<file path="src/core/i2c_switch_pkg.sv">
// shared constants and types for the i2c switch front end
package i2c_switch_pkg;
    localparam int CLK_PERIOD_NS = 4;
    localparam int SDA_HOLD_NS = 300;
    localparam int SDA_HOLD_CYC = (SDA_HOLD_NS + CLK_PERIOD_NS - 1) / CLK_PERIOD_NS;
    localparam int IRQ_ASSERT_MAX_US = 4;
    localparam int IRQ_RELEASE_MAX_US = 2;
    localparam int IRQ_REJ_L_NS = 1000;
    localparam int IRQ_REJ_H_NS = 500;
    localparam int IRQ_REJ_L_CYC = (IRQ_REJ_L_NS + CLK_PERIOD_NS - 1) / CLK_PERIOD_NS;
    localparam int IRQ_REJ_H_CYC = (IRQ_REJ_H_NS + CLK_PERIOD_NS - 1) / CLK_PERIOD_NS;
    localparam int IRQ_ASSERT_MAX_CYC = IRQ_ASSERT_MAX_US * 1000 / CLK_PERIOD_NS;
    localparam int IRQ_RELEASE_MAX_CYC = IRQ_RELEASE_MAX_US * 1000 / CLK_PERIOD_NS;

    localparam logic [3:0] OFS_CTRL = 4'h0;
    localparam logic [3:0] OFS_STATUS = 4'h4;
    localparam logic [3:0] OFS_CONFIG = 4'h8;
    localparam int CFG_EN_BIT = 8;
    localparam logic [4:0] CFG_BASE_RST = 5'h0e;
    localparam logic CFG_EN_RST = 1'b1;
    localparam logic [3:0] CTRL_RST = 4'h0;
    localparam logic [1:0] CHAN_RST = 2'h0;
    localparam int CTRL_CHAN0_BIT = 0;
    localparam int CTRL_CHAN1_BIT = 1;
    localparam int CTRL_IRQ0_BIT = 4;
    localparam int CTRL_IRQ1_BIT = 5;
    localparam logic RW_READ = 1'b1;
    localparam logic RW_WRITE = 1'b0;

    typedef enum logic [2:0] {
        ST_IDLE = 3'b000,
        ST_ADDR = 3'b001,
        ST_ADDR_ACK = 3'b010,
        ST_WR_DATA = 3'b011,
        ST_WR_ACK = 3'b100,
        ST_RD_DATA = 3'b101,
        ST_RD_ACK = 3'b110,
        ST_WAIT_STOP = 3'b111
    } bus_state_t;

    typedef struct packed {
        logic scl;
        logic sda;
        logic addr_select_hi;
        logic addr_select_lo;
        logic [1:0] channel_irq_input;
    } pins_t;
endpackage

</file>
<file path="src/core/pin_sync.sv">
// three-stage input synchroniser with agreement filter
`timescale 1ns/1ns
module pin_sync #(
    parameter int WIDTH = 6,
    parameter logic [WIDTH-1:0] RST_VAL = '1
) (
    input wire logic clk,
    input wire logic rst_n,
    input wire logic [WIDTH-1:0] d,
    output logic [WIDTH-1:0] q
);
    logic [WIDTH-1:0] s1_reg;
    logic [WIDTH-1:0] s2_reg;
    logic [WIDTH-1:0] s3_reg;

    always_ff @(posedge clk or negedge rst_n) begin
        if (!rst_n) begin
            s1_reg <= RST_VAL;
            s2_reg <= RST_VAL;
            s3_reg <= RST_VAL;
        end else begin
            s1_reg <= d;
            s2_reg <= s1_reg;
            s3_reg <= s2_reg;
        end
    end

    // a bit only moves once stages two and three agree
    genvar i;
    generate
        for (i = 0; i < WIDTH; i++) begin : g_bit
            always_ff @(posedge clk or negedge rst_n) begin
                if (!rst_n) begin
                    q[i] <= RST_VAL[i];
                end else if (s2_reg[i] == s3_reg[i]) begin
                    q[i] <= s3_reg[i];
                end
            end
        end
    endgenerate
endmodule

</file>
<file path="src/core/i2c_switch_slave_front_end.sv">
// i2c slave front end of a two-channel bus switch with avalon-mm status port
// Behaviour
// - address lsb one reads, zero writes
// - combined interrupt asserts within 4 us
// - combined interrupt releases within 2 us
// - sda held 300 ns after scl falls
// - ack driven within 1 us of scl low
// - start recognised immediately after reset release
// - each written byte lands in control register
// - bits 0,1 enable channels, applied at stop
// - bits 4,5 read interrupt inputs, writes ignored
// - reset clears control register, sets config to base 0x0e enabled, fsm idle, channels off
//
// Chosen here: the Avalon-MM interface to the registers and the placing of the registers.
`timescale 1ns/1ns
module i2c_switch_slave_front_end (
    input wire logic CORE_CLK,
    input wire logic RSTN,
    input wire logic SCL_I,
    input wire logic SDA_I,
    output logic SDA_O,
    output logic SDA_OE,
    input wire logic ADDR_SELECT_LO,
    input wire logic ADDR_SELECT_HI,
    input wire logic [1:0] CHANNEL_IRQ_INPUT,
    output logic IRQ_O,
    output logic IRQ_OE,
    output logic [1:0] CHAN_ACTIVE,
    input wire logic [3:0] AVS_ADDRESS,
    input wire logic AVS_READ,
    input wire logic AVS_WRITE,
    input wire logic [31:0] AVS_WRITEDATA,
    output logic [31:0] AVS_READDATA,
    output logic AVS_WAITREQUEST
);
    i2c_switch_pkg::pins_t pins_raw;
    i2c_switch_pkg::pins_t pins;
    i2c_switch_pkg::bus_state_t state_reg;
    logic scl_prev_reg;
    logic sda_prev_reg;
    logic scl_rise;
    logic scl_fall;
    logic start_det;
    logic stop_det;
    logic [7:0] shift_reg;
    logic [7:0] tx_reg;
    logic [2:0] cnt_reg;
    logic full_reg;
    logic nack_reg;
    logic [3:0] ctrl_reg;
    logic [1:0] chan_reg;
    logic pend_low_reg;
    logic sda_oe_reg;
    logic [6:0] hold_cnt_reg;
    logic irq_any;
    logic irq_out_reg;
    logic [9:0] irq_cnt_reg;
    logic [4:0] cfg_base_reg;
    logic cfg_en_reg;
    logic wait_reg;
    logic [31:0] rdata_reg;
    logic [31:0] rd_mux;
    logic addr_match;
    logic [7:0] rd_byte;

    assign pins_raw = '{scl: SCL_I, sda: SDA_I, addr_select_hi: ADDR_SELECT_HI,
                        addr_select_lo: ADDR_SELECT_LO, channel_irq_input: CHANNEL_IRQ_INPUT};

    // bus lines and straps idle high; straps must be driven by the board
    pin_sync #(.WIDTH(6), .RST_VAL(6'h3f)) u_sync (
        .clk(CORE_CLK),
        .rst_n(RSTN),
        .d(pins_raw),
        .q(pins)
    );

    assign scl_rise = pins.scl && !scl_prev_reg;
    assign scl_fall = !pins.scl && scl_prev_reg;
    // sda edges while scl stays high mark start and stop
    assign start_det = pins.scl && scl_prev_reg && sda_prev_reg && !pins.sda;
    assign stop_det = pins.scl && scl_prev_reg && !sda_prev_reg && pins.sda;
    // address byte follows start; lsb is direction
    assign addr_match = cfg_en_reg &&
        (shift_reg[7:1] == {cfg_base_reg, pins.addr_select_hi, pins.addr_select_lo});
    // status bits show interrupt inputs, active when low
    assign rd_byte = {2'b00, ~pins.channel_irq_input[1], ~pins.channel_irq_input[0], ctrl_reg};

    always_ff @(posedge CORE_CLK or negedge RSTN) begin
        if (!RSTN) begin
            scl_prev_reg <= 1'b1;
            sda_prev_reg <= 1'b1;
        end else begin
            scl_prev_reg <= pins.scl;
            sda_prev_reg <= pins.sda;
        end
    end

    // protocol engine; no recovery delay after reset release
    always_ff @(posedge CORE_CLK or negedge RSTN) begin
        if (!RSTN) begin
            state_reg <= i2c_switch_pkg::ST_IDLE;
            shift_reg <= 8'h00;
            tx_reg <= 8'h00;
            cnt_reg <= 3'h0;
            full_reg <= 1'b0;
            nack_reg <= 1'b0;
            ctrl_reg <= i2c_switch_pkg::CTRL_RST;
            pend_low_reg <= 1'b0;
        end else if (start_det) begin
            state_reg <= i2c_switch_pkg::ST_ADDR;
            cnt_reg <= 3'h0;
            full_reg <= 1'b0;
            pend_low_reg <= 1'b0;
        end else if (stop_det) begin
            state_reg <= i2c_switch_pkg::ST_IDLE;
            pend_low_reg <= 1'b0;
        end else if (scl_rise) begin
            case (state_reg)
                i2c_switch_pkg::ST_ADDR, i2c_switch_pkg::ST_WR_DATA, i2c_switch_pkg::ST_RD_DATA: begin
                    shift_reg <= {shift_reg[6:0], pins.sda};
                    cnt_reg <= cnt_reg + 3'h1;
                    full_reg <= (cnt_reg == 3'h7);
                end
                i2c_switch_pkg::ST_RD_ACK: begin
                    nack_reg <= pins.sda;
                end
                default: begin
                end
            endcase
        end else if (scl_fall) begin
            case (state_reg)
                i2c_switch_pkg::ST_ADDR: begin
                    if (full_reg) begin
                        full_reg <= 1'b0;
                        if (addr_match) begin
                            state_reg <= i2c_switch_pkg::ST_ADDR_ACK;
                            pend_low_reg <= 1'b1;
                        end else begin
                            state_reg <= i2c_switch_pkg::ST_WAIT_STOP;
                        end
                    end
                end
                i2c_switch_pkg::ST_ADDR_ACK: begin
                    if (shift_reg[0] == i2c_switch_pkg::RW_READ) begin
                        state_reg <= i2c_switch_pkg::ST_RD_DATA;
                        tx_reg <= rd_byte;
                        pend_low_reg <= !rd_byte[7];
                    end else begin
                        state_reg <= i2c_switch_pkg::ST_WR_DATA;
                        pend_low_reg <= 1'b0;
                    end
                end
                i2c_switch_pkg::ST_WR_DATA: begin
                    if (full_reg) begin
                        full_reg <= 1'b0;
                        // every byte overwrites; the last one stays
                        // interrupt bits and the top two are not stored
                        ctrl_reg <= shift_reg[3:0];
                        state_reg <= i2c_switch_pkg::ST_WR_ACK;
                        pend_low_reg <= 1'b1;
                    end
                end
                i2c_switch_pkg::ST_WR_ACK: begin
                    state_reg <= i2c_switch_pkg::ST_WR_DATA;
                    pend_low_reg <= 1'b0;
                end
                i2c_switch_pkg::ST_RD_DATA: begin
                    if (full_reg) begin
                        full_reg <= 1'b0;
                        state_reg <= i2c_switch_pkg::ST_RD_ACK;
                        pend_low_reg <= 1'b0;
                    end else begin
                        tx_reg <= {tx_reg[6:0], 1'b0};
                        pend_low_reg <= !tx_reg[6];
                    end
                end
                i2c_switch_pkg::ST_RD_ACK: begin
                    if (nack_reg) begin
                        state_reg <= i2c_switch_pkg::ST_WAIT_STOP;
                        pend_low_reg <= 1'b0;
                    end else begin
                        state_reg <= i2c_switch_pkg::ST_RD_DATA;
                        tx_reg <= rd_byte;
                        pend_low_reg <= !rd_byte[7];
                    end
                end
                default: begin
                end
            endcase
        end
    end

    // sda follows the pending level only after the hold window
    // 75 cycles is 300 ns, well inside the 1 us ack limit
    always_ff @(posedge CORE_CLK or negedge RSTN) begin
        if (!RSTN) begin
            hold_cnt_reg <= 7'h0;
            sda_oe_reg <= 1'b0;
        end else if (start_det || stop_det) begin
            hold_cnt_reg <= 7'h0;
            sda_oe_reg <= 1'b0;
        end else if (scl_fall) begin
            hold_cnt_reg <= 7'(i2c_switch_pkg::SDA_HOLD_CYC);
        end else if (hold_cnt_reg != 7'h0) begin
            hold_cnt_reg <= hold_cnt_reg - 7'h1;
            if (hold_cnt_reg == 7'h1) begin
                sda_oe_reg <= pend_low_reg;
            end
        end
    end

    // channels switch only on stop so lines are high on connect
    always_ff @(posedge CORE_CLK or negedge RSTN) begin
        if (!RSTN) begin
            chan_reg <= i2c_switch_pkg::CHAN_RST;
        end else if (stop_det) begin
            chan_reg <= {ctrl_reg[i2c_switch_pkg::CTRL_CHAN1_BIT],
                         ctrl_reg[i2c_switch_pkg::CTRL_CHAN0_BIT]};
        end
    end

    // combined interrupt with glitch rejection, bounded well under limits
    // the filter costs about 1 us of latency on assert and 0.5 us on release, traded for spike immunity
    assign irq_any = !(&pins.channel_irq_input);
    always_ff @(posedge CORE_CLK or negedge RSTN) begin
        if (!RSTN) begin
            irq_out_reg <= 1'b0;
            irq_cnt_reg <= 10'h0;
        end else if (irq_any == irq_out_reg) begin
            irq_cnt_reg <= 10'h0;
        end else if (irq_any && irq_cnt_reg == 10'(i2c_switch_pkg::IRQ_REJ_L_CYC - 1)) begin
            irq_out_reg <= 1'b1;
            irq_cnt_reg <= 10'h0;
        end else if (!irq_any && irq_cnt_reg == 10'(i2c_switch_pkg::IRQ_REJ_H_CYC - 1)) begin
            irq_out_reg <= 1'b0;
            irq_cnt_reg <= 10'h0;
        end else begin
            irq_cnt_reg <= irq_cnt_reg + 10'h1;
        end
    end

    // status word is a debug view: state, sda drive, interrupt, channels
    always_comb begin
        rd_mux = 32'h0;
        case (AVS_ADDRESS)
            i2c_switch_pkg::OFS_CTRL: rd_mux = {24'h0, rd_byte};
            i2c_switch_pkg::OFS_STATUS: rd_mux = {24'h0, 1'b0, state_reg, sda_oe_reg, irq_out_reg, chan_reg};
            i2c_switch_pkg::OFS_CONFIG: rd_mux = {23'h0, cfg_en_reg, 3'h0, cfg_base_reg};
            default: rd_mux = 32'h0;
        endcase
    end

    // two-wait-state slave: waitrequest drops for one cycle per access
    always_ff @(posedge CORE_CLK or negedge RSTN) begin
        if (!RSTN) begin
            wait_reg <= 1'b1;
            rdata_reg <= 32'h0;
        end else if ((AVS_READ || AVS_WRITE) && wait_reg && AVS_WAITREQUEST) begin
            // port wait must still be high, so a request held through its answer is not taken twice
            wait_reg <= 1'b0;
            if (AVS_READ) begin
                rdata_reg <= rd_mux;
            end
        end else begin
            wait_reg <= 1'b1;
        end
    end

    always_ff @(posedge CORE_CLK or negedge RSTN) begin
        if (!RSTN) begin
            cfg_base_reg <= i2c_switch_pkg::CFG_BASE_RST;
            cfg_en_reg <= i2c_switch_pkg::CFG_EN_RST;
        // write lands on the edge where the master sees wait low
        end else if (AVS_WRITE && !AVS_WAITREQUEST && AVS_ADDRESS == i2c_switch_pkg::OFS_CONFIG) begin
            cfg_base_reg <= AVS_WRITEDATA[4:0];
            cfg_en_reg <= AVS_WRITEDATA[i2c_switch_pkg::CFG_EN_BIT];
        end
    end

    // open-drain pins: output level is always low, enable drives
    always_ff @(posedge CORE_CLK or negedge RSTN) begin
        if (!RSTN) begin
            SDA_O <= 1'b0;
            SDA_OE <= 1'b0;
            IRQ_O <= 1'b0;
            IRQ_OE <= 1'b0;
            CHAN_ACTIVE <= i2c_switch_pkg::CHAN_RST;
            AVS_READDATA <= 32'h0;
            AVS_WAITREQUEST <= 1'b1;
        end else begin
            SDA_O <= 1'b0;
            SDA_OE <= sda_oe_reg;
            IRQ_O <= 1'b0;
            IRQ_OE <= irq_out_reg;
            CHAN_ACTIVE <= chan_reg;
            AVS_READDATA <= rdata_reg;
            AVS_WAITREQUEST <= wait_reg;
        end
    end
endmodule

</file>
<file path="config.mk">
export PLATFORM = sky130hd
export DESIGN_NAME = i2c_switch_slave_front_end
export DESIGN_NICKNAME = d
export VERILOG_FILES = /design/src/core/i2c_switch_pkg.sv /design/src/core/pin_sync.sv /design/src/core/i2c_switch_slave_front_end.sv
export SDC_FILE = /design/constraint.sdc
export NUM_CORES = 1
export LEC_CHECK = 0
export ABC_AREA = 1
export BUFFER_PORTS_ARGS = -buffer_cell sky130_fd_sc_hd__clkbuf_2
export CAP_MARGIN = 5
export CORE_MARGIN = 2
export CORE_UTILIZATION = 35
export DETAILED_ROUTE_END_ITERATION = 6
export RECOVER_POWER = 50
export SLEW_MARGIN = 15
export SYNTH_ARGS = -nofsm -noshare
export SYNTH_HDL_FRONTEND = slang
export SYNTH_SLANG_ARGS = --single-unit
</file>
<file path="constraint.sdc">
create_clock -name CORE_CLK -period 5 [get_ports CORE_CLK]
set_clock_uncertainty 0.15 [all_clocks]
set_input_delay 0.5 -clock CORE_CLK [delete_from_list [all_inputs] [get_ports CORE_CLK]]
set_output_delay 0.5 -clock CORE_CLK [all_outputs]
set_load 0.005 [all_outputs]
</file>
# Word level (Yosys, flattened, before mapping)
# Cells that the tools add are included.
dict set report totals {
  mem_count 0
  mem_bits_ro 0
  in_bits 46
  ff_bits 151
  latchBits 0
  mem_bits_rw 0
  output_inout_bits 39
  wordCells 172
}
dict set report classes {
  n_mux 50
  div 0
  n_lt_le_gt_ge 0
  n_eq_ne 32
  shift 0
  reduce_logical 48
  multipliers 0
  n_addsub 3
  bitwise 6
}
# op count
set op_table {}
lappend op_table {{$mux 7} 6}
lappend op_table {{$mux 3} 13}
lappend op_table {{$mux 10} 3}
lappend op_table {{$pmux 9 s3} 1}
lappend op_table {{$mux 1} 23}
lappend op_table {{$pmux 7 s3} 1}
lappend op_table {{$pmux 3 s6} 1}
lappend op_table {{$reduce_and 6->1} 3}
lappend op_table {{$ne 4x4->1 const B} 4}
lappend op_table {{$logic_and 1x1->1} 14}
lappend op_table {{$eq 3x3->1 const B} 4}
lappend op_table {{$reduce_and 4->1} 3}
lappend op_table {{$reduce_bool 3->1} 4}
lappend op_table {{$add 10x1->10 const B} 1}
lappend op_table {{$eq 10x7->1 const B} 1}
lappend op_table {{$eq 10x8->1 const B} 1}
lappend op_table {{$reduce_bool 2->1} 5}
lappend op_table {{$ne 2x2->1 const B} 4}
lappend op_table {{$reduce_and 8->1} 1}
lappend op_table {{$reduce_bool 8->1} 1}
lappend op_table {{$eq 1x1->1} 7}
lappend op_table {{$eq 7x1->1 const B} 1}
lappend op_table {{$eq 7x7->1} 1}
lappend op_table {{$logic_not 1->1} 7}
lappend op_table {{18 further kinds} 29}

# Logic depth before layout (Yosys ltp)
# Gate-level depths: netlist of run 1.
dict set report depth {
  depth_word 9
  mapped_depth 12
  depth_no_buf 11
}

# Modules after synthesis
# Synthesis of run 1 repeated with hierarchy kept, for this count alone.
dict set report unflattened {
  hier_cells 525
  area_unflattened_um2 4725.8
}
# mod n_inst seq_area_each_um2 cells_per_inst area_each_um2
set by_module_without_submodules {}
lappend by_module_without_submodules {i2c_switch_slave_front_end 1 1986.9 477 3997.6}
lappend by_module_without_submodules {pin_sync 1 630.6 48 728.2}

# Least setup slack after synthesis of run 1
# OpenSTA, ideal clock, no wires.
dict set report synth_path {
  kind {reg2reg}
  from {reg u_sync.q[5]}
  to {reg tx_reg[1]}
  t_arrival_ns 1.532
  setup_ns 0.124
  n_path_buf 1
  stages_incl_launch_ff 12
  slack_ns 3.195
  required_time_ns 4.726
  synth_period_minus_slack_ns 1.805
  path_cell_list {dfstp_2 ha_1 nand2_1 nor2_2 inv_2 nand2_8 inv_8 nand2_4 nor2_4 nand3_4 buf_12 o21ai_2}
}
dict set report synth_between {
  elab_chain_len 5
  word_cells_on_any_way 12
  cone_classes {bitwise: 3; reduce/logical: 9}
}
# element line_no
set synth_rtl {}
lappend synth_rtl {{from (decl)} pin_sync.sv:10} ;# output logic [WIDTH-1:0] q
lappend synth_rtl {{from (signal, indexed assignment)} pin_sync.sv:34} ;# q[i] <= RST_VAL[i];
lappend synth_rtl {{from (signal, indexed assignment)} pin_sync.sv:36} ;# q[i] <= s3_reg[i];
lappend synth_rtl {{$logic_and 1x1->1} {i2c_switch_slave_front_end.sv:80, i2c_switch_slave_front_end.sv:81}}
lappend synth_rtl {{$logic_and 1x1->1, on equally long branches (2 in series)} {i2c_switch_slave_front_end.sv:81, i2c_switch_slave_front_end.sv:80}}
lappend synth_rtl {{$not 1->1 (no source line)} -}
lappend synth_rtl {{$reduce_and 8->1 (no source line) (*)} -}
lappend synth_rtl {{to (signal assigned)} i2c_switch_slave_front_end.sv:146} ;# tx_reg <= rd_byte;
lappend synth_rtl {{to (signal assigned)} i2c_switch_slave_front_end.sv:173} ;# tx_reg <= {tx_reg[6:0], 1'b0};
lappend synth_rtl {{to (signal assigned)} i2c_switch_slave_front_end.sv:183} ;# tx_reg <= rd_byte;
lappend synth_rtl {{to (decl)} i2c_switch_slave_front_end.sv:46} ;# logic [7:0] tx_reg;
# Mark *: on every way between the ends. The rest lies on a longest branch, timed or not.
# A chain may end at the register's enable or synchronous reset.

# Worst setup path after layout of run 1
dict set report layout_path {
  from {reg u_sync.q[5]}
  to {reg tx_reg[0]}
}
# Same word-level chain as after synthesis.

==> results of run 1 <==
-- power groups by stage --
stage / Sequential [mW] / Clock [mW] / Combinational, mW
2_1_floorplan: 1.14 / 0 / 0.502
3_3_place_gp: 1.18 / 0 / 0.597
3_5_place_dp: 1.18 / 0 / 0.617
4_1_cts: 1.17 / 0.837 / 0.620
5_1_grt: 1.19 / 0.870 / 0.725
6_report: 1.17 / 0.804 / 0.614
-- critical path, stage by stage (launching register included) --
cell and delay [ps]:
dfstp_1 600, ha_1 210, nand2_1 70, nor2_2 210, inv_2 130, nand2_8 130
inv_8 60, nand2_4 60, nor2_4 50, nand3_4 180, nand2_1 100, o21ai_2 60
-- final cells by class --
| class | instances | area (um^2) |
|---|---|---|
| clock buffers | 11 | 242.7 |
| clock inverters | 5 | 103.9 |
| fillers | 1336 | 7859 |
| inverters | 58 | 225.2 |
| multi-input cells | 331 | 1702 |
| flip-flops and latches | 103 | 2618 |
| well taps | 176 | 220.2 |
| repair buffers | 33 | 167.7 |
-- routing by layer --
metal / wire length, um / track usage / up-vias / part of all wire
li1: - / - / 1615 / -
met5: 0 / 0 / - / 0
met3: 391 / 0.03470 / 7 / 0.046
met4: 138 / 0.04632 / 0 / 0.016
met2: 4084 / 0.2164 / 72 / 0.48
met1: 3913 / 0.1644 / 1530 / 0.46
-- synthesized netlist by cell type, drive strengths merged, types with 2 or more instances --
library cell,count
nand2,119
dfrtp,71
inv,58
nor2,48
o21ai,42
dfstp,32
buf,30
nand3,27
a21oi,16
ha,10
nor3,9
maj3,6
nand4,6
xor2,5
o22ai,3
clkbuf,2
mux2i,2
o211ai,2
o31ai,2
or2,2
xnor2,2
-- stage by stage --
stage / utilization / area (um^2) / setup slack (ps) / hold slack (ps)
3_3_place_gp: 0.3756 / 4935 / 3001 / 196.2
4_1_cts: 0.4020 / 5281 / 2958 / 61.80
6_report: 0.4018 / 5279 / 2919 / 80.46
2_1_floorplan: - / 4783 / 3195 / 54.41
5_1_grt: 0.4018 / 5279 / 2764 / 62.37
3_5_place_dp: 0.3756 / 4935 / 2970 / 197.2
-- path summary, 6_finish.rpt --
check / depth (start not counted) / end / startpoint / slack, ps
max in group asynchronous: 2 / cfg_base_reg[3] / RSTN / 3590
setup / recovery: 11 / tx_reg[0] / u_sync.q[5] / 2920
setup reg to reg: 11 / tx_reg[0] / u_sync.q[5] / 2920
min in group CORE_CLK: 1 / u_sync.s1_reg[3] / ADDR_SELECT_HI / 80
hold reg to reg: 0 / u_sync.s2_reg[0] / u_sync.s1_reg[0] / 210
hold / removal: 1 / hold_cnt_reg[5] / RSTN / 80
-- cell families after synthesis --
group | count (synthesis)
flip-flops | 103
adder cells (fa/ha/maj) | 16
other | 1
AO/OA/AOI/OAI | 67
multiplexers | 2
buffers and inverters | 90
XOR/XNOR | 7
AND/OR/NAND/NOR | 213
==> metrics.md, run 1 <==
| Metric | Value |
|---|---|
| Status | `finished clean` |
| Peak VDD IR | `0.2097 mV` |
| Die Ht | `119.8 um` |
| Worst path required time | `5130 ps` |
| Core area | `13140 um^2` |
| Register share of total power | `0.451` |
| Post-synthesis cell count | `499` |
| Int Power | `1.754 mW` |
| Share of Yosys cell area claimed by the top area cell type | `0.3789` |
| Primary FF master, synth | `dfrtp_1` |
| DRC | `0` |
| Critical Path Fanout Max | `14` |
| Max reg flops | `10` |
| Max Slew Vio Count | `0` |
| Post-Synth Simple-Gate Area | `0.2033` |
| Final Total Pwr | `2.584 mW` |
| Initial core utilization | `0.3570` |
| Leading area contributor after synthesis | `dfrtp_1` |
| Post-CTS sizing | `0` |
| Tcrit/Tclk final | `0.4162` |
| Fin nets | `592` |
| Clock root buffer | `clkbuf_16` |
| EDFF count, synth | `0` |
| Share of flip-flops with an asynchronous set or reset | `1.000` |
| Insertion delay to the later sink of the worst-skew pair | `350 ps` |
| Synthesized area per cell | `9.398 um^2` |
| Routability cong. | `0.8272` |
| Hold Vio Cnt, Final | `0` |
| Placed Cells | `701` |
| Synth top area cells | `dfrtp_1, dfstp_2, nand2_1, inv_1, buf_4` |
| Mux contribution to synthesized area | `0.004269` |
| Comb power frac | `0.238` |
| Global-route wire length before repair | `14.79 mm` |
| Register area share after synthesis | `0.5582` |
| Die width | `119.8 um` |
| Slew @ Worst Pin | `781.6 ps` |
| Most frequent cells in the layout | `nand2_1, dfrtp_1, inv_1` |
| Routed Antenna Nets | `0` |
| Setup Fix Bufs, Post-CTS | `0` |
| Layout cells sized above 1 | `0.1756` |
| Total negative setup slack | `0 ps` |
| WL/cell | `11.89 um` |
| Routed vias | `3224` |
| Unrepaired setup endpoints after global routing | `false` |
| Sw power | `829.4 uW` |
| # rows | `42` |
| GR Util All Layers | `0.1304` |
| Clock power share | `0.311` |
| Clk sinks | `103` |
| Synthesis-to-layout area growth | `12.57%` |
| Total gr overflow | `0` |
| Detailed Route Iter0 Violations | `216` |
| Hold buffers post-CTS | `0` |
| Post-Synth XOR/XNOR Area | `0.01307` |
| # diodes | `0` |
| Antenna violations before repair | `0` |
| CTS tree | `built` |
| MaxCap Viol Count | `0` |
| Boundary pin count | `85` |
| F_max | `480.5 MHz` |
| Worst hold-check path type | `in -> async` |
| Full die area | `14340 um^2` |
| Slew margin rel. | `0.4789` |
| Distinct cells, synth | `40` |
| Post-DP HPWL | `6.134 mm` |
| # port buffers | `32` |
| Pwr Density | `489.4 nW/um^2` |
| Number of synthesized register bits | `103` |
| CP Capture Type | `register` |
| Sw frac | `0.3210` |
| H-tree Lvls | `3` |
| Min Tclk post-route | `2081 ps` |
| Vias/cell | `4.497` |
| # setup viols final | `0` |
| Worst EP arrival | `2210 ps` |
| Maximum clock insertion buffer count | `2` |
| Synthesized area | `4689 um^2` |
| Number of CTS-inserted buffers | `9` |
| Routed wire length | `8.528 mm` |
| Finished Layout Cells | `717` |
| Largest family of logic cells by synthesized area | `simple AND/OR/NAND/NOR gates` |
| Synthesis Warnings | `0` |
| Synth Area in Compound Gates | `0.08191` |
| Reg clk slew, reported paths | `70 ps` |
| CP Launch Type | `register` |
| Largest net degree at the start of global routing | `64` |
| Crit Path Class | `reg -> reg` |
| Leak Pwr | `2.572 nW` |
| Synth Area in Adders | `0.03949` |
| Most common cell after layout, fill and taps aside | `nand2_1` |
| Drt pass-1 iters | `4` |
| Number of global-route vias before repair | `3174` |
Power figures use the tool's default switching activity.
==> run 2: changes to the inputs <==
- clock period: 5 -> 1.8 ns (I/O delays scaled with it)
==> metrics.md, run 2 (synthesis results as in run 1) <==
| Metric | Value |
|---|---|
| Status | `finished clean` |
| Die width | `119.8 um (unchanged)` |
| Largest net degree at the start of global routing | `71 (+11%)` |
| Final Total Pwr | `7.282 mW (+180%)` |
| Pre-CTS setup slack | `-9.153 ps (-2980 ps)` |
| H-tree Lvls | `3 (unchanged)` |
| Most common cell after layout, fill and taps aside | `nand2_1` |
| Setup crit start | `u_sync.q[4]` |
| CP Launch Type | `register` |
| Synthesis-to-layout area growth | `20.22%` |
| Pwr Density | `1292 nW/um^2 (+160%)` |
| Worst flop-to-flop path startpoint | `u_sync.q[4]` |
| Routability cong. | `0.8272 (unchanged)` |
| CP max stage delay | `580 ps (-20 ps)` |
| Die Ht | `119.8 um (unchanged)` |
| GR Util All Layers | `0.1362 (+0.005852)` |
| Routed wire length | `8.885 mm (+4.2%)` |
| Maximum clock insertion buffer count | `2 (unchanged)` |
| Leak Pwr | `2.718 nW (+5.7%)` |
| # diodes | `0 (unchanged)` |
| # port buffers | `32 (unchanged)` |
| Worst path required time | `1890 ps (-3240 ps)` |
| Drt pass-1 iters | `4 (unchanged)` |
| Flop2flop setup slack | `40 ps (-2880 ps)` |
| WL/cell | `11.86 um (-0.27%)` |
| Critical Path Fanout Max | `7 (-7)` |
| Crit Path Class | `reg -> reg` |
| Global-route wire length before repair | `15.45 mm (+4.4%)` |
| Worst setup path end | `tx_reg[5]` |
| CP cell instances | `inv_1 > nand3_2 > nand2_8 > inv_8 > nand2_4 > nor2_4 > nand3_4 > nand2_2 > o21ai_2` |
| Reg clk slew, reported paths | `70 ps (about the same)` |
| Routed Antenna Nets | `0 (unchanged)` |
| Total negative setup slack | `0 ps (unchanged)` |
| Unrepaired setup endpoints after global routing | `true` |
| Worst hold-check path type | `in -> reg` |
| DRC | `0 (unchanged)` |
| F_max | `566.9 MHz (+18%)` |
| Total gr overflow | `0 (unchanged)` |
| Boundary pin count | `85 (unchanged)` |
| Vias/cell | `4.491 (-0.12%)` |
| Tcrit/Tclk final | `0.9800 (+0.5638)` |
| Post-DP HPWL | `6.249 mm (+1.9%)` |
| Insertion delay to the later sink of the worst-skew pair | `350 ps (about the same)` |
| Peak VDD IR | `0.4880 mV (+130%)` |
| Clk sinks | `103 (unchanged)` |
| Fin nets | `624 (+5.4%)` |
| Initial core utilization | `0.3570 (unchanged)` |
| Most frequent cells in the layout | `nand2_1, dfrtp_1, inv_1` |
| Max reg flops | `10 (unchanged)` |
| Number of CTS-inserted buffers | `9 (unchanged)` |
| # setup viols final | `0 (unchanged)` |
| Full die area | `14340 um^2 (unchanged)` |
| Layout cells sized above 1 | `0.2339 (+0.05826)` |
| Worst EP arrival | `1850 ps (-360 ps)` |
| # rows | `42 (unchanged)` |
| Filler cells | `1308 (-2.1%)` |
| Min Tclk post-route | `1764 ps (-317.1 ps)` |
| Routed vias | `3364 (+4.3%)` |
| Final hold slack | `26.58 ps (-53.88 ps)` |
| Reg-to-reg endpoint | `tx_reg[5]` |
| Antenna violations before repair | `0 (unchanged)` |
| Clock root buffer | `clkbuf_16` |
| Core area | `13140 um^2 (unchanged)` |
| Max Slew Vio Count | `0 (unchanged)` |
| CP Capture Type | `register` |
| Layout Utilization | `0.4291 (+0.02733)` |
| CP max-delay cell | `dfstp_2` |
| FF+latch area | `2618 um^2 (unchanged)` |
| MaxCap Viol Count | `0 (unchanged)` |
| Worst r2r path cells | `9 (-2)` |
| Detailed Route Iter0 Violations | `193 (-11%)` |
| Area of the multi-input gates | `1785 um^2 (+4.9%)` |
| Number of global-route vias before repair | `3256 (+2.6%)` |
| Hold Vio Cnt, Final | `0 (unchanged)` |
| Setup ws final | `36.04 ps (-2883 ps)` |
| CTS tree | `built` |
run 2: worst min-delay path by stage:
stage / startpoint / cells after the start / endpoint
2_1_floorplan: RSTN / 0 / AVS_READDATA[0]
3_3_place_gp: RSTN / 1 / AVS_READDATA[4]
3_5_place_dp: RSTN / 1 / AVS_READDATA[6]
4_1_cts: RSTN / 2 / AVS_READDATA[6]
5_1_grt: AVS_ADDRESS[2] / 3 / rdata_reg[6]
6_report: AVS_ADDRESS[2] / 3 / rdata_reg[6]
run 2: layer usage:
layer	track usage	vias to the layer above	part of all wire
met5	0	-	0
met4	0.05588	0	0.016
met3	0.04420	12	0.038
met2	0.2079	52	0.47
met1	0.1791	1621	0.48
li1	-	1679	-
run 2: final cells by class:
class,instances,area share
clock buffers,11,0.04305
clock inverters,5,0.01443
inverters,58,0.03995
multi-input cells,332,0.3167
flip-flops and latches,103,0.4643
well taps,176,0.03906
repair buffers,64,0.08256
run 2: worst max-delay path: cells and delay by family, from the launching register on:
family	cells	cell delay, ps
DFF	1	580
and+or+nand+nor	6	750
AOI/OAI and AO/OA	1	50
buffers and inverters	2	120
run 2: stage by stage:
| step | cell area (um^2) | std cells |
|---|---|---|
| finish | 5638 | 749 |
| global route | 5638 | 749 |
| CTS | 5564 | 745 |
| detailed placement | 5057 | 712 |
| global placement | 5057 | 712 |
| floorplan | 4798 | 524 |
run 2: timing repair:
action | in CTS | in global routing
hold endpoints to repair | 87 | 0
gates resized for setup | 2 | 16
pin swaps | 1 | 8
endpoints found under the setup margin | 8 | 23
gates cloned | 1 | 0
buffers inserted | 1 | 4
hold buffers | 15 | 0
run 2: where the power goes:
group | internal [mW] | switching [mW]
clock | 1.26 | 0.863
combinational | 0.734 | 1.19
sequential | 2.87 | 0.362
total | 4.87 | 2.42
==> run 3: changes to the inputs <==
- CELL_PAD_IN_SITES_DETAIL_PLACEMENT: default -> 0
- CELL_PAD_IN_SITES_GLOBAL_PLACEMENT: default -> 2
- CORE_UTILIZATION: 35 -> 31
- PLACE_DENSITY_LB_ADDON: default -> 0.1
- REMOVE_ABC_BUFFERS: default -> 1
==> metrics.md, run 3 (synthesis results as in run 1) <==
| Metric | Value |
|---|---|
| Reg-to-reg endpoint | `tx_reg[4]` |
| CP max stage delay | `590 ps (about the same)` |
| Most common cell after layout, fill and taps aside | `nand2_1` |
| Antenna violations before repair | `0 (unchanged)` |
| Global-route wire length before repair | `16.65 mm (+7.8%)` |
| Die Ht | `127.0 um (+6.1%)` |
| Status | `finished clean` |
| CP Capture Type | `register` |
| Tcrit/Tclk final | `0.9762 (-0.003771)` |
| H-tree Lvls | `3 (unchanged)` |
| Met3 GRT Util | `0.03308 (-0.01112)` |
| Leak Pwr | `2.828 nW (+4.1%)` |
| Hold Vio Cnt, Final | `0 (unchanged)` |
| Critical Path Fanout Max | `7 (unchanged)` |
| Largest net degree at the start of global routing | `35 (-51%)` |
| Boundary pin count | `85 (unchanged)` |
| Routed wire length | `9.828 mm (+11%)` |
| Post-DP HPWL | `7.141 mm (+14%)` |
| Flop2flop setup slack | `40 ps (about the same)` |
| Most frequent cells in the layout | `nand2_1, dfrtp_1, inv_1` |
| Maximum clock insertion buffer count | `2 (unchanged)` |
| Worst path required time | `1880 ps (about the same)` |
| Met1 Usage GRT | `0.1813 (+0.002275)` |
| Synthesis-to-layout area growth | `24.73%` |
| Placed Cells | `734 (+3.1%)` |
| Number of global-route vias before repair | `3341 (+2.6%)` |
| CP Launch Type | `register` |
| CP cell instances | `ha_4 > nand2_4 > nor2_4 > inv_2 > nand2_8 > inv_8 > nand2_4 > nor2_4 > buf_6 > nand3_4 > o21ai_2` |
| Final instance area | `5849 um^2 (+3.8%)` |
| Crit Path Class | `reg -> reg` |
| Finished Layout Cells | `773 (+3.2%)` |
| Total gr overflow | `0 (unchanged)` |
| FF+latch area | `2618 um^2 (unchanged)` |
| Met2 usage | `0.2049 (-0.002924)` |
| Layout cells sized above 1 | `0.2598 (+0.02591)` |
| # port buffers | `32 (unchanged)` |
| Initial core utilization | `0.3202 (-0.03672)` |
| Routability cong. | `0.7616 (-7.9%)` |
| Busiest grt layer | `met2` |
| Routed vias | `3394 (+0.89%)` |
| Reg clk slew, reported paths | `70 ps (about the same)` |
| Worst hold-check path type | `in -> reg` |
| Unrepaired setup endpoints after global routing | `true` |
| WL/cell | `12.71 um (+7.2%)` |
| # diodes | `0 (unchanged)` |
| Setup crit start | `scl_prev_reg` |
| Filler cells | `1497 (+14%)` |
| Full die area | `16130 um^2 (+12%)` |
| Area of the multi-input gates | `1831 um^2 (+2.5%)` |
| Insertion delay to the later sink of the worst-skew pair | `350 ps (about the same)` |
| Pre-CTS setup slack | `-51.69 ps (-42.54 ps)` |
| Setup ws final | `42.83 ps (+6.788 ps)` |
| Detailed Route Iter0 Violations | `136 (-30%)` |
| Max Slew Vio Count | `0 (unchanged)` |
| Slew margin rel. | `0.6582` |
| Die width | `127.0 um (+6.1%)` |
| Min Tclk post-route | `1757 ps (-6.788 ps)` |
| MaxCap Viol Count | `0 (unchanged)` |
| Drt pass-1 iters | `4 (unchanged)` |
| GR Util All Layers | `0.1315 (-0.004780)` |
| Max reg flops | `10 (unchanged)` |
| Core area | `14640 um^2 (+11%)` |
| CTS tree | `built` |
| Peak VDD IR | `0.5132 mV (+5.2%)` |
| Clk sinks | `103 (unchanged)` |
| Worst setup path end | `tx_reg[4]` |
| Layout Utilization | `0.3994 (-0.02971)` |
| Slew @ Worst Pin | `512.6 ps` |
| Worst flop-to-flop path startpoint | `scl_prev_reg` |
| Worst EP arrival | `1840 ps (about the same)` |
| CP max-delay cell | `dfstp_2` |
| Fin nets | `640 (+2.6%)` |
| # setup viols final | `0 (unchanged)` |
| Post-DP Area | `5182 um^2 (+2.5%)` |
| DRC | `0 (unchanged)` |
| F_max | `569.1 MHz (+0.39%)` |
| Routed Antenna Nets | `0 (unchanged)` |
| Worst r2r path cells | `11 (+2)` |
| Clock root buffer | `clkbuf_16` |
| # rows | `44 (+4.8%)` |
| Number of CTS-inserted buffers | `9 (unchanged)` |
| Vias/cell | `4.391 (-2.2%)` |
| Pwr Density | `1273 nW/um^2 (-1.4%)` |
run 3: how the worst min path moves through the flow:
stage / startpoint / endpoint / depth (start not counted)
after floorplan: RSTN / AVS_READDATA[0] / 0
after global placement: RSTN / irq_cnt_reg[6] / 1
after detailed placement: RSTN / irq_cnt_reg[6] / 1
after CTS: AVS_ADDRESS[2] / rdata_reg[6] / 3
after global routing: AVS_ADDRESS[2] / rdata_reg[6] / 3
final: AVS_ADDRESS[2] / rdata_reg[6] / 3
run 3: per-layer routing:
| layer | up-vias | share of wire |
|---|---|---|
| li1 | 1714 | - |
| met1 | 1616 | 0.50 |
| met2 | 55 | 0.46 |
| met3 | 9 | 0.033 |
| met4 | 0 | 0.012 |
| met5 | - | 0 |
run 3: per-stage QoR:
step	setup TNS [ps]	total power, mW	hold WS [ps]
global route	-217.6	8.036	39.60
global placement	-123.2	5.195	36.93
floorplan	0	4.487	-265.6
finish	0	7.449	41.57
detailed placement	-222.9	5.218	42.55
CTS	-44.09	7.502	28.00
run 3: worst max-delay path: cells and delay by family (launching register included):
family / cells / cell delay [ps]
AO/OA/AOI/OAI: 1 / 60
adder cells (fa/ha/maj): 1 / 170
buffers and inverters: 3 / 240
flip-flops: 1 / 590
AND/OR/NAND/NOR: 6 / 450
run 3: repair_timing:
action,CTS,global route
gates cloned,1,0
gates resized for setup,9,25
hold endpoints to repair,41,0
endpoints found under the setup margin,14,32
pin swaps,4,10
hold buffers,15,0
setup buffers,5,3
run 3: layout make-up:
cell class / instances / area share
Inverter: 58 / 0.03850
Clock buffer: 12 / 0.04770
Multi-Input combinational cell: 332 / 0.3129
Clock inverter: 4 / 0.008342
Sequential cell: 103 / 0.4475
Tap cell: 184 / 0.03936
Timing Repair Buffer: 80 / 0.1057
run 3: power by group:
part           internal, mW  switching (mW)
Sequential             2.87           0.380
Combinational         0.852            1.24
Clock                  1.25           0.860
Total                  4.97            2.48
